$ cat config.mk
export PLATFORM = sky130hd
export DESIGN_NAME = irqmc_ctrl
export DESIGN_NICKNAME = d
export VERILOG_FILES = /design/src/rtl/irqmc_pkg.sv /design/src/rtl/irqmc_route_if.sv /design/src/rtl/irqmc_ctrl.sv /design/src/rtl/irqmc_src_route.sv
export SDC_FILE = /design/constraint.sdc
export NUM_CORES = 1
export LEC_CHECK = 0
export BUFFER_PORTS_ARGS = -buffer_cell sky130_fd_sc_hd__buf_2
export CAP_MARGIN = 30
export CORE_MARGIN = 5
export CORE_UTILIZATION = 40
export CTS_BUF_LIST = sky130_fd_sc_hd__clkbuf_16
export DETAILED_ROUTE_END_ITERATION = 8
export PLACE_DENSITY_LB_ADDON = 0.08
export SLEW_MARGIN = 10
export SYNTH_ARGS = -nofsm -noshare
export SYNTH_HDL_FRONTEND = slang
export SYNTH_SLANG_ARGS = --single-unit
$ cat constraint.sdc
create_clock -name clk -period 2.95 [get_ports clk]
set_input_delay 0.295 -clock clk [delete_from_list [all_inputs] [get_ports clk]]
set_output_delay 0.295 -clock clk [all_outputs]
set_load 0.01 [all_outputs]
$ cat src/rtl/irqmc_pkg.sv
// Constants shared by the interrupt mode control word for sources 20 to 23
`default_nettype none
package irqmc_pkg;
	localparam int          IRQMC_NSRC     = 4;
	localparam int          IRQMC_BYTE_W   = 8;
	localparam int          IRQMC_LVL_LSB  = 0;
	localparam int          IRQMC_LVL_W    = 3;
	localparam int          IRQMC_DMA_BIT  = 3;
	localparam int          IRQMC_MODE_LSB = 4;
	localparam int          IRQMC_MODE_W   = 2;
	localparam int          IRQMC_CHAN_W   = 2;
	localparam logic [31:0] IRQMC_ADDR     = 32'hFFFFE014;
	localparam logic [31:0] IRQMC_RESET    = 32'h00000000;
	localparam logic [31:0] IRQMC_WMASK    = 32'h3F3F3F3F;
	localparam logic [1:0]  IRQMC_MODE_ON  = 2'h3;
	localparam logic [2:0]  IRQMC_LVL_OFF  = 3'h0;
	localparam logic [2:0]  IRQMC_CH_MAX   = 3'h3;
	typedef logic [IRQMC_BYTE_W-1:0] irqmc_cfg_t;
endpackage
`default_nettype wire

$ cat src/rtl/irqmc_route_if.sv
// Carrier between the control word and one source router
`default_nettype none
interface irqmc_route_if;
	import irqmc_pkg::*;
	irqmc_cfg_t              cfg;
	logic                    req;
	logic                    intReq;
	logic [IRQMC_LVL_W-1:0]  intLevel;
	logic                    dmaReq;
	logic [IRQMC_CHAN_W-1:0] dmaChan;
	modport ctrl  (output cfg, output req, input intReq, input intLevel, input dmaReq, input dmaChan);
	modport route (input cfg, input req, output intReq, output intLevel, output dmaReq, output dmaChan);
endinterface
`default_nettype wire

$ cat src/rtl/irqmc_ctrl.sv
// Interrupt mode control word for sources 20 to 23 with APB access
`default_nettype none
// Overview of operation
// - Activation bit picks CPU interrupt or DMA
// - Level zero disables, one to seven prioritise
// - With DMA, level selects channel zero-three
// - One byte per source, fixed field layout
module irqmc_ctrl (
	input  wire logic                                          clk,
	input  wire logic                                          rst_n,
	input  wire logic                                          psel,
	input  wire logic                                          penable,
	input  wire logic                                          pwrite,
	input  wire logic [31:0]                                   paddr,
	input  wire logic [31:0]                                   pwdata,
	output var  logic [31:0]                                   prdata,
	output var  logic                                          pready,
	output var  logic                                          pslverr,
	input  wire logic [irqmc_pkg::IRQMC_NSRC-1:0]              srcReq,
	output var  logic [irqmc_pkg::IRQMC_NSRC-1:0]              intReq,
	output var  logic [irqmc_pkg::IRQMC_NSRC*irqmc_pkg::IRQMC_LVL_W-1:0]  intLevel,
	output var  logic [irqmc_pkg::IRQMC_NSRC-1:0]              dmaReq,
	output var  logic [irqmc_pkg::IRQMC_NSRC*irqmc_pkg::IRQMC_CHAN_W-1:0] dmaChan
);
	import irqmc_pkg::*;

	// ------------------------------------------------------------
	// Bus slave
	// ------------------------------------------------------------
	logic [31:0] word_r;
	logic [31:0] word_nxt;
	logic [31:0] prdata_r;
	logic [31:0] prdata_nxt;
	logic        pready_r;
	logic        pready_nxt;
	logic        pslverr_r;
	logic        pslverr_nxt;
	logic        hit;
	logic        setup;
	logic        commit;

	function automatic logic addrHit(input logic [31:0] a);
		addrHit = (a == IRQMC_ADDR);
	endfunction

	assign hit    = addrHit(paddr);
	assign setup  = psel && !penable;
	// Write lands only at the edge where the access completes
	assign commit = psel && penable && pready_r && pwrite && hit;

	always_comb begin
		word_nxt    = word_r;
		prdata_nxt  = 32'h00000000;
		pready_nxt  = 1'b0;
		pslverr_nxt = 1'b0;
		if (commit) begin
			word_nxt = pwdata & IRQMC_WMASK;
		end
		if (setup) begin
			pready_nxt  = 1'b1;
			pslverr_nxt = !hit;
			if (!pwrite && hit) begin
				prdata_nxt = word_r;
			end
		end
	end

	always_ff @(posedge clk) begin
		if (!rst_n) begin
			word_r    <= IRQMC_RESET;
			prdata_r  <= 32'h00000000;
			pready_r  <= 1'b0;
			pslverr_r <= 1'b0;
		end else begin
			word_r    <= word_nxt;
			prdata_r  <= prdata_nxt;
			pready_r  <= pready_nxt;
			pslverr_r <= pslverr_nxt;
		end
	end

	assign prdata  = prdata_r;
	assign pready  = pready_r;
	assign pslverr = pslverr_r;

	// ------------------------------------------------------------
	// Per-source routing
	// ------------------------------------------------------------
	logic [IRQMC_NSRC-1:0]              intReq_r;
	logic [IRQMC_NSRC-1:0]              intReq_nxt;
	logic [IRQMC_NSRC*IRQMC_LVL_W-1:0]  intLevel_r;
	logic [IRQMC_NSRC*IRQMC_LVL_W-1:0]  intLevel_nxt;
	logic [IRQMC_NSRC-1:0]              dmaReq_r;
	logic [IRQMC_NSRC-1:0]              dmaReq_nxt;
	logic [IRQMC_NSRC*IRQMC_CHAN_W-1:0] dmaChan_r;
	logic [IRQMC_NSRC*IRQMC_CHAN_W-1:0] dmaChan_nxt;

	genvar gi;
	generate
		for (gi = 0; gi < IRQMC_NSRC; gi++) begin : gSrc
			irqmc_route_if rif ();
			// Byte gi belongs to source 20+gi
			assign rif.cfg = word_r[gi*IRQMC_BYTE_W +: IRQMC_BYTE_W];
			assign rif.req = srcReq[gi];
			irqmc_src_route uRoute (
				.rif (rif)
			);
			assign intReq_nxt[gi]                              = rif.intReq;
			assign intLevel_nxt[gi*IRQMC_LVL_W +: IRQMC_LVL_W] = rif.intLevel;
			assign dmaReq_nxt[gi]                              = rif.dmaReq;
			assign dmaChan_nxt[gi*IRQMC_CHAN_W +: IRQMC_CHAN_W] = rif.dmaChan;

			property p_int_route;
				@(posedge clk) disable iff (!rst_n)
				(srcReq[gi] && !word_r[gi*IRQMC_BYTE_W+IRQMC_DMA_BIT]
				 && word_r[gi*IRQMC_BYTE_W+IRQMC_MODE_LSB +: IRQMC_MODE_W] == IRQMC_MODE_ON
				 && word_r[gi*IRQMC_BYTE_W +: IRQMC_LVL_W] != IRQMC_LVL_OFF)
				|=> intReq[gi] && !dmaReq[gi];
			endproperty
			a_int_route: assert property (p_int_route) else $error("interrupt not routed");

			property p_dma_route;
				@(posedge clk) disable iff (!rst_n)
				(srcReq[gi] && word_r[gi*IRQMC_BYTE_W+IRQMC_DMA_BIT]
				 && word_r[gi*IRQMC_BYTE_W+IRQMC_MODE_LSB +: IRQMC_MODE_W] == IRQMC_MODE_ON
				 && word_r[gi*IRQMC_BYTE_W +: IRQMC_LVL_W] <= IRQMC_CH_MAX)
				|=> dmaReq[gi] && !intReq[gi]
				 && dmaChan[gi*IRQMC_CHAN_W +: IRQMC_CHAN_W] == $past(word_r[gi*IRQMC_BYTE_W +: IRQMC_CHAN_W]);
			endproperty
			a_dma_route: assert property (p_dma_route) else $error("dma trigger missing");

			property p_level_off;
				@(posedge clk) disable iff (!rst_n)
				(word_r[gi*IRQMC_BYTE_W +: IRQMC_LVL_W] == IRQMC_LVL_OFF
				 && !word_r[gi*IRQMC_BYTE_W+IRQMC_DMA_BIT]) |=> !intReq[gi];
			endproperty
			a_level_off: assert property (p_level_off) else $error("disabled source raised");

			property p_level_copy;
				@(posedge clk) disable iff (!rst_n)
				$rose(intReq[gi]) |-> intLevel[gi*IRQMC_LVL_W +: IRQMC_LVL_W]
				 == $past(word_r[gi*IRQMC_BYTE_W +: IRQMC_LVL_W]);
			endproperty
			a_level_copy: assert property (p_level_copy) else $error("wrong priority level");

			property p_bad_chan;
				@(posedge clk) disable iff (!rst_n)
				(word_r[gi*IRQMC_BYTE_W+IRQMC_DMA_BIT]
				 && word_r[gi*IRQMC_BYTE_W +: IRQMC_LVL_W] > IRQMC_CH_MAX) |=> !dmaReq[gi] && !intReq[gi];
			endproperty
			a_bad_chan: assert property (p_bad_chan) else $error("invalid channel triggered");

			property p_mode_gate_src;
				@(posedge clk) disable iff (!rst_n)
				(word_r[gi*IRQMC_BYTE_W+IRQMC_MODE_LSB +: IRQMC_MODE_W] != IRQMC_MODE_ON)
				|=> !intReq[gi] && !dmaReq[gi];
			endproperty
			a_mode_gate_src: assert property (p_mode_gate_src) else $error("gated source raised");

			// Level output reads zero outside interrupt mode
			property p_level_idle;
				@(posedge clk) disable iff (!rst_n)
				(word_r[gi*IRQMC_BYTE_W+IRQMC_MODE_LSB +: IRQMC_MODE_W] != IRQMC_MODE_ON
				 || word_r[gi*IRQMC_BYTE_W+IRQMC_DMA_BIT])
				|=> intLevel[gi*IRQMC_LVL_W +: IRQMC_LVL_W] == IRQMC_LVL_OFF;
			endproperty
			a_level_idle: assert property (p_level_idle) else $error("stale priority level");

			property p_no_request;
				@(posedge clk) disable iff (!rst_n)
				!srcReq[gi] |=> !intReq[gi] && !dmaReq[gi];
			endproperty
			a_no_request: assert property (p_no_request) else $error("output without request");

			property p_int_only;
				@(posedge clk) disable iff (!rst_n)
				!word_r[gi*IRQMC_BYTE_W+IRQMC_DMA_BIT] |=> !dmaReq[gi];
			endproperty
			a_int_only: assert property (p_int_only) else $error("dma raised in interrupt mode");

			property p_dma_only;
				@(posedge clk) disable iff (!rst_n)
				word_r[gi*IRQMC_BYTE_W+IRQMC_DMA_BIT] |=> !intReq[gi];
			endproperty
			a_dma_only: assert property (p_dma_only) else $error("interrupt raised in dma mode");

			property p_chan_copy;
				@(posedge clk) disable iff (!rst_n)
				dmaReq[gi] |-> dmaChan[gi*IRQMC_CHAN_W +: IRQMC_CHAN_W]
				 == $past(word_r[gi*IRQMC_BYTE_W +: IRQMC_CHAN_W]);
			endproperty
			a_chan_copy: assert property (p_chan_copy) else $error("wrong dma channel");

			// Outputs follow inputs with no hidden state
			property p_route_hold;
				@(posedge clk) disable iff (!rst_n)
				($stable(word_r[gi*IRQMC_BYTE_W +: IRQMC_BYTE_W]) && $stable(srcReq[gi]))
				|=> $stable(intReq[gi]) && $stable(dmaReq[gi]);
			endproperty
			a_route_hold: assert property (p_route_hold) else $error("route changed without cause");
		end
	endgenerate

	always_ff @(posedge clk) begin
		if (!rst_n) begin
			intReq_r   <= '0;
			intLevel_r <= '0;
			dmaReq_r   <= '0;
			dmaChan_r  <= '0;
		end else begin
			intReq_r   <= intReq_nxt;
			intLevel_r <= intLevel_nxt;
			dmaReq_r   <= dmaReq_nxt;
			dmaChan_r  <= dmaChan_nxt;
		end
	end

	assign intReq   = intReq_r;
	assign intLevel = intLevel_r;
	assign dmaReq   = dmaReq_r;
	assign dmaChan  = dmaChan_r;

	// ------------------------------------------------------------
	// Checks
	// ------------------------------------------------------------
	property p_write_effect;
		@(posedge clk) disable iff (!rst_n)
		(psel && penable && pready && pwrite && paddr == IRQMC_ADDR) |=> word_r == ($past(pwdata) & IRQMC_WMASK);
	endproperty
	a_write_effect: assert property (p_write_effect) else $error("write not stored");

	property p_read_back;
		@(posedge clk) disable iff (!rst_n)
		(psel && !penable && !pwrite && paddr == IRQMC_ADDR) |=> pready && !pslverr && prdata == $past(word_r);
	endproperty
	a_read_back: assert property (p_read_back) else $error("read data wrong");

	property p_reserved_zero;
		@(posedge clk) disable iff (!rst_n)
		(word_r & ~IRQMC_WMASK) == 32'h00000000;
	endproperty
	a_reserved_zero: assert property (p_reserved_zero) else $error("reserved bits set");

	property p_unmapped;
		@(posedge clk) disable iff (!rst_n)
		(psel && !penable && paddr != IRQMC_ADDR) |=> pready && pslverr && prdata == 32'h00000000 ##1 $stable(word_r);
	endproperty
	a_unmapped: assert property (p_unmapped) else $error("unmapped access misanswered");

	property p_mode_gate;
		@(posedge clk) disable iff (!rst_n)
		(word_r[IRQMC_MODE_LSB +: IRQMC_MODE_W] != IRQMC_MODE_ON) |=> !intReq[0] && !dmaReq[0];
	endproperty
	a_mode_gate: assert property (p_mode_gate) else $error("source active without mode");

	// ------------------------------------------------------------
	// Reset and handshake checks
	// ------------------------------------------------------------
	// Zero wait states, so ready never stretches
	property p_ready_pulse;
		@(posedge clk) disable iff (!rst_n)
		pready |=> !pready;
	endproperty
	a_ready_pulse: assert property (p_ready_pulse) else $error("ready held too long");

	property p_ready_cause;
		@(posedge clk) disable iff (!rst_n)
		pready |-> $past(psel && !penable);
	endproperty
	a_ready_cause: assert property (p_ready_cause) else $error("ready without setup");

	property p_err_qualified;
		@(posedge clk) disable iff (!rst_n)
		pslverr |-> pready;
	endproperty
	a_err_qualified: assert property (p_err_qualified) else $error("error without ready");

	property p_rdata_idle;
		@(posedge clk) disable iff (!rst_n)
		!pready |-> prdata == 32'h00000000;
	endproperty
	a_rdata_idle: assert property (p_rdata_idle) else $error("read data outside access");

	property p_read_keeps;
		@(posedge clk) disable iff (!rst_n)
		(psel && penable && !pwrite) |=> $stable(word_r);
	endproperty
	a_read_keeps: assert property (p_read_keeps) else $error("read altered the word");

	// Checked without disable so the reset values themselves are seen
	property p_reset_clear;
		@(posedge clk)
		!rst_n |=> word_r == IRQMC_RESET && !pready && !pslverr && intReq == '0 && dmaReq == '0;
	endproperty
	a_reset_clear: assert property (p_reset_clear) else $error("reset left state behind");

	c_int:  cover property (@(posedge clk) disable iff (!rst_n) $rose(intReq[0]));
	c_dma:  cover property (@(posedge clk) disable iff (!rst_n) $rose(dmaReq[3]));
	c_wr:   cover property (@(posedge clk) disable iff (!rst_n) psel && penable && pready && pwrite);
	c_err:  cover property (@(posedge clk) disable iff (!rst_n) pready && pslverr);
	c_rd:   cover property (@(posedge clk) disable iff (!rst_n) psel && penable && pready && !pwrite);
endmodule
`default_nettype wire

$ cat src/rtl/irqmc_src_route.sv
// Routing of one source request to the CPU or to a DMA channel
`default_nettype none
module irqmc_src_route (
	irqmc_route_if.route rif
);
	import irqmc_pkg::*;
	logic [IRQMC_LVL_W-1:0]  lvl;
	logic                    dmaOn;
	logic                    modeOk;

	assign lvl    = rif.cfg[IRQMC_LVL_LSB +: IRQMC_LVL_W];
	assign dmaOn  = rif.cfg[IRQMC_DMA_BIT];
	assign modeOk = (rif.cfg[IRQMC_MODE_LSB +: IRQMC_MODE_W] == IRQMC_MODE_ON);

	always_comb begin
		rif.intReq   = 1'b0;
		rif.intLevel = IRQMC_LVL_OFF;
		rif.dmaReq   = 1'b0;
		rif.dmaChan  = lvl[IRQMC_CHAN_W-1:0];
		if (modeOk && !dmaOn) begin
			rif.intLevel = lvl;
			rif.intReq   = rif.req && (lvl != IRQMC_LVL_OFF);
		end else if (modeOk && dmaOn) begin
			// Invalid channel codes trigger nothing
			rif.dmaReq = rif.req && (lvl <= IRQMC_CH_MAX);
		end
	end
endmodule
`default_nettype wire

==> report_table.html <==
<table>
<tr><th>Metric</th><th>Value</th></tr>
<tr><th colspan="2">Detailed routing</th></tr>
<tr><td>Total vias in the final route</td><td>2,019</td></tr>
<tr><td>Average vias per placed instance</td><td>4.45</td></tr>
<tr><td>Length of the first detailed-routing pass in iterations</td><td>4</td></tr>
<tr><td>Number of violations reported at the end of detailed-routing iteration 0</td><td>37</td></tr>
<tr><td>DR DRC count</td><td>0</td></tr>
<tr><td>Per-cell routed wire length</td><td>12.0 µm</td></tr>
<tr><td>WL final</td><td>5430 µm</td></tr>
<tr><td>Count of nets left with antenna violations after detail routing</td><td>0</td></tr>
<tr><th colspan="2">CTS</th></tr>
<tr><td>CTS Root Buffer Type</td><td>sky130_fd_sc_hd__clkbuf_16</td></tr>
<tr><td>Number of resized instances in the post-cts repair step</td><td>0</td></tr>
<tr><td>Clk Latency, worst-skew pair</td><td>320 ps</td></tr>
<tr><td>Longest Clk Path Bufs</td><td>2</td></tr>
<tr><td>Post-CTS Setup Inserts</td><td>0</td></tr>
<tr><td>TritonCTS clock tree</td><td>built</td></tr>
<tr><td>Post-cts hold buffer count</td><td>0</td></tr>
<tr><td>Clock transition at the registers of the reported paths</td><td>60 ps</td></tr>
<tr><td>Number of clock sinks</td><td>78</td></tr>
<tr><td>H-tree lvl count</td><td>3</td></tr>
<tr><td>CTS buffer count</td><td>9</td></tr>
<tr><th colspan="2">Cells and area</th></tr>
<tr><td>Fraction of layout instances using a drive strength above 1</td><td>0.371</td></tr>
<tr><td>Most common cell after layout, fill and taps aside</td><td>sky130_fd_sc_hd__buf_2</td></tr>
<tr><td>Commonest non-fill, non-tap cells in the layout</td><td>sky130_fd_sc_hd__buf_2 (118), sky130_fd_sc_hd__dfxtp_1 (78), sky130_fd_sc_hd__nand2_1 (53)</td></tr>
<tr><td>Diodes inserted</td><td>0</td></tr>
<tr><td>Number of nets at the end of the flow</td><td>445</td></tr>
<tr><td>Final std cell area, no fill</td><td>3570 µm²</td></tr>
<tr><td>Filler-free cell count of the finished design</td><td>454</td></tr>
<tr><td>Layout area overhead</td><td>36.1%</td></tr>
<tr><th colspan="2">Worst hold path</th></tr>
<tr><td>Startpoint of the worst hold path</td><td>pwdata[10]</td></tr>
<tr><td>Hold/Removal Path Class</td><td>input port to register</td></tr>
<tr><td>Count of cells along the worst hold path</td><td>3</td></tr>
<tr><td>Sink of the worst hold path</td><td>word_r[10]$_SDFFE_PN0P_</td></tr>
<tr><th colspan="2">Floorplanning</th></tr>
<tr><td>Rows</td><td>29</td></tr>
<tr><td>Core box area</td><td>6350 µm²</td></tr>
<tr><td>Ports placed on the boundary</td><td>135</td></tr>
<tr><td>Area of the die</td><td>8280 µm²</td></tr>
<tr><td>Overall die width</td><td>91.0 µm</td></tr>
<tr><td>Effective utilization at floorplan</td><td>0.413</td></tr>
<tr><td>Vertical die dimension</td><td>91.0 µm</td></tr>
<tr><th colspan="2">Place</th></tr>
<tr><td>Port Buffer Count</td><td>118</td></tr>
<tr><td>HPWL reported at the end of detailed placement</td><td>4020 µm</td></tr>
<tr><td>Placed Cells</td><td>438</td></tr>
<tr><td>Instance area after placement</td><td>3250 µm²</td></tr>
<tr><td>Routability cong.</td><td>0.734</td></tr>
<tr><th colspan="2">Timing</th></tr>
<tr><td>Max-Slew Margin vs Limit</td><td>0.663</td></tr>
<tr><td>Number of max-slew violations in the final report</td><td>0</td></tr>
<tr><td>Setup TNS Final</td><td>0 ps</td></tr>
<tr><td>Min cycle time layout</td><td>1940 ps</td></tr>
<tr><td>Fin crit share</td><td>0.659</td></tr>
<tr><td>Highest clock rate</td><td>514 MHz</td></tr>
<tr><td>Worst Max-Slew Pin Slew</td><td>505 ps</td></tr>
<tr><td>Number of failing hold endpoints at the final stage</td><td>0</td></tr>
<tr><td>Final setup fails</td><td>0</td></tr>
<tr><td>Unrepaired setup endpoints after global routing</td><td>no</td></tr>
<tr><td>Clock skew after layout</td><td>4.38 ps</td></tr>
<tr><th colspan="2">Global route</th></tr>
<tr><td>Sum of overflow across all layers after global routing</td><td>0</td></tr>
<tr><td>First-pass GRT wire length</td><td>9050 µm</td></tr>
<tr><td>Largest net degree at the start of global routing</td><td>53</td></tr>
<tr><td>Initial antenna violation count</td><td>0</td></tr>
<tr><td>Number of global-route vias before repair</td><td>2,017</td></tr>
<tr><td>Overall global routing resource usage</td><td>0.133</td></tr>
<tr><th colspan="2">Synthesis</th></tr>
<tr><td>Proportion of synthesized area in mux cells</td><td>0.0916</td></tr>
<tr><td>Part of the Yosys area used for sequential elements</td><td>0.595</td></tr>
<tr><td>Warnings, synthesis</td><td>0</td></tr>
<tr><td>Post-Syn Instances</td><td>251</td></tr>
<tr><td>Dominant combinational cell family by area after synthesis</td><td>simple AND/OR/NAND/NOR gates</td></tr>
<tr><td>Share of synthesized cell area in full adder, half adder and majority cells</td><td>0</td></tr>
<tr><td>Area fraction of the dominant cell type after synthesis</td><td>0.595</td></tr>
<tr><td>Synthesized-area fraction occupied by xor and xnor cells</td><td>0</td></tr>
<tr><td>Flip-flop and latch count after synthesis</td><td>78</td></tr>
<tr><td>Number of distinct library cell variants in the gate-level netlist after synthesis</td><td>22</td></tr>
<tr><td>Largest cells by area after synthesis</td><td>sky130_fd_sc_hd__dfxtp_1 (60%), sky130_fd_sc_hd__mux2i_1 (9.2%), sky130_fd_sc_hd__and2_1 (8.6%), sky130_fd_sc_hd__nand2_1 (7.6%), sky130_fd_sc_hd__buf_4 (2.3%)</td></tr>
<tr><td>Synthesized area</td><td>2620 µm²</td></tr>
<tr><td>Cell accounting for the most synthesized area</td><td>sky130_fd_sc_hd__dfxtp_1</td></tr>
<tr><td>Fraction of the mapped netlist area in compound gates</td><td>0.0153</td></tr>
<tr><td>Mapped Avg Cell Area</td><td>10.5 µm²</td></tr>
<tr><td>Simple-gate share of the synthesized area</td><td>0.237</td></tr>
<tr><th colspan="2">Run status</th></tr>
<tr><td>Result of the run</td><td>finished, final reports clean</td></tr>
<tr><th colspan="2">Worst setup path</th></tr>
<tr><td>Crit Reg-Reg Startpoint</td><td>pready$_SDFF_PN0_</td></tr>
<tr><td>Category of the worst setup path launch point</td><td>input port</td></tr>
<tr><td>Reg2Reg Capture Point</td><td>word_r[18]$_SDFFE_PN0P_</td></tr>
<tr><td>Register-to-register setup slack</td><td>1780 ps</td></tr>
<tr><td>CP Max Fanout</td><td>24</td></tr>
<tr><td>Required time of the critical path</td><td>3200 ps</td></tr>
<tr><td>Critical Path, Cell by Cell</td><td>buf_2 &gt; or4b_1 &gt; or4_1 &gt; nor3_4 &gt; buf_12 &gt; mux2i_1</td></tr>
<tr><td>Slowest cell on crit path</td><td>sky130_fd_sc_hd__or4_1</td></tr>
<tr><td>Critical path class</td><td>input port to register</td></tr>
<tr><td>Delay contributed by the slowest stage of the critical path</td><td>610 ps</td></tr>
<tr><td>Worst Path Arrival</td><td>2190 ps</td></tr>
<tr><td>CP endpoint kind</td><td>register</td></tr>
<tr><td>Worst reg-to-reg path cell count</td><td>4</td></tr>
<tr><th colspan="2">Run</th></tr>
<tr><td># Max-Cap Violations</td><td>0</td></tr>
<tr><th colspan="2">Power</th></tr>
<tr><td>Pwr Density</td><td>640 nW/µm²</td></tr>
<tr><td>Peak VDD IR</td><td>0.379 mV</td></tr>
<tr><td>Leakage power summed over all cells</td><td>1.80 nW</td></tr>
</table>
-- final cells by class --
type / count / area [µm²]
inverter: 9 / 33.8
sequential: 78 / 1560
clock inverter: 7 / 97.6
multi-input combinational: 153 / 932
clock buffer: 9 / 225
fill: 578 / 2780
tap: 77 / 96.3
timing repair buffer: 121 / 626
-- metrics by stage --
stage / hold WS (ps) / worst slack, ps / total power (W) / utilization
3_3_place_gp: 450 / 671 / 0.00115 / 0.512
6_report: 209 / 1010 / 0.00228 / 0.563
3_5_place_dp: 449 / 649 / 0.00115 / 0.512
4_1_cts: 196 / 989 / 0.00232 / 0.563
2_1_floorplan: 420 / 742 / 0.00111 / -
5_1_grt: 200 / 910 / 0.00238 / 0.563
-- cells in the mapped netlist --
| master | number |
|---|---|
| sky130_fd_sc_hd__dfxtp_1 | 78 |
| sky130_fd_sc_hd__nand2_1 | 53 |
| sky130_fd_sc_hd__and2_1 | 36 |
| sky130_fd_sc_hd__mux2i_1 | 24 |
| sky130_fd_sc_hd__inv_1 | 9 |
| sky130_fd_sc_hd__buf_4 | 8 |
| sky130_fd_sc_hd__clkbuf_1 | 6 |
| sky130_fd_sc_hd__nor2_1 | 6 |
| sky130_fd_sc_hd__nand4_1 | 5 |
| sky130_fd_sc_hd__nand3_1 | 4 |
| sky130_fd_sc_hd__nor3_1 | 4 |
| sky130_fd_sc_hd__o311a_1 | 4 |
| sky130_fd_sc_hd__or4b_1 | 3 |
| sky130_fd_sc_hd__buf_8 | 2 |
| sky130_fd_sc_hd__clkbuf_2 | 2 |
| sky130_fd_sc_hd__conb_1 | 1 |
| sky130_fd_sc_hd__nand4bb_1 | 1 |
| sky130_fd_sc_hd__nor3_4 | 1 |
| sky130_fd_sc_hd__nor4_4 | 1 |
| sky130_fd_sc_hd__or2_2 | 1 |
| sky130_fd_sc_hd__or4_1 | 1 |
| sky130_fd_sc_hd__or4_4 | 1 |
-- cell families after synthesis --
logic type             count (synthesis)
and+or+nand+nor                      117
DFF                                   78
buffers and inverters                 27
muxes                                 24
AOI/OAI and AO/OA                      4
other                                  1
-- worst max path at each step --
stage | start | end | slack, ps | cells past startpoint
2_1_floorplan | paddr[3] | word_r[0]$_SDFFE_PN0P_ | 740 | 5
4_1_cts | paddr[9] | word_r[18]$_SDFFE_PN0P_ | 990 | 6
6_report | paddr[9] | word_r[18]$_SDFFE_PN0P_ | 1010 | 6
3_3_place_gp | paddr[9] | word_r[16]$_SDFFE_PN0P_ | 670 | 6
5_1_grt | paddr[9] | prdata[10]$_SDFF_PN0_ | 910 | 6
3_5_place_dp | paddr[9] | prdata[9]$_SDFF_PN0_ | 650 | 6
-- worst max-delay path: cells and delay by family --
kind / cells / cell delay (ps)
and+or+nand+nor: 3 / 1360
buffers and inverters: 2 / 320
muxes: 1 / 200
-- metal layers --
layer / global-route usage / vias up / wire (µm)
met1: 0.151 / 882 / 2250
met4: 0.0550 / 0 / 30
li1: - / 1041 / -
met3: 0.0521 / 2 / 528
met2: 0.224 / 94 / 2630
met5: 0 / - / 0
-- power by group --
group	total (W)	leakage, nW	switching [W]	internal (W)
Clock	0.00116	0.154	0.000414	0.000743
Combinational	0.0000734	1.02	0.0000358	0.0000376
Sequential	0.00105	0.628	0.000000416	0.00105
-- registers in the layout (all words and copies together), names as in the netlist --
register  flops
pready        1
dmaReq        4
word_r       24
intReq        4
dmaChan       8
prdata       24
pslverr       1
intLevel     12
Note: power is estimated with default switching activity, not from simulation.
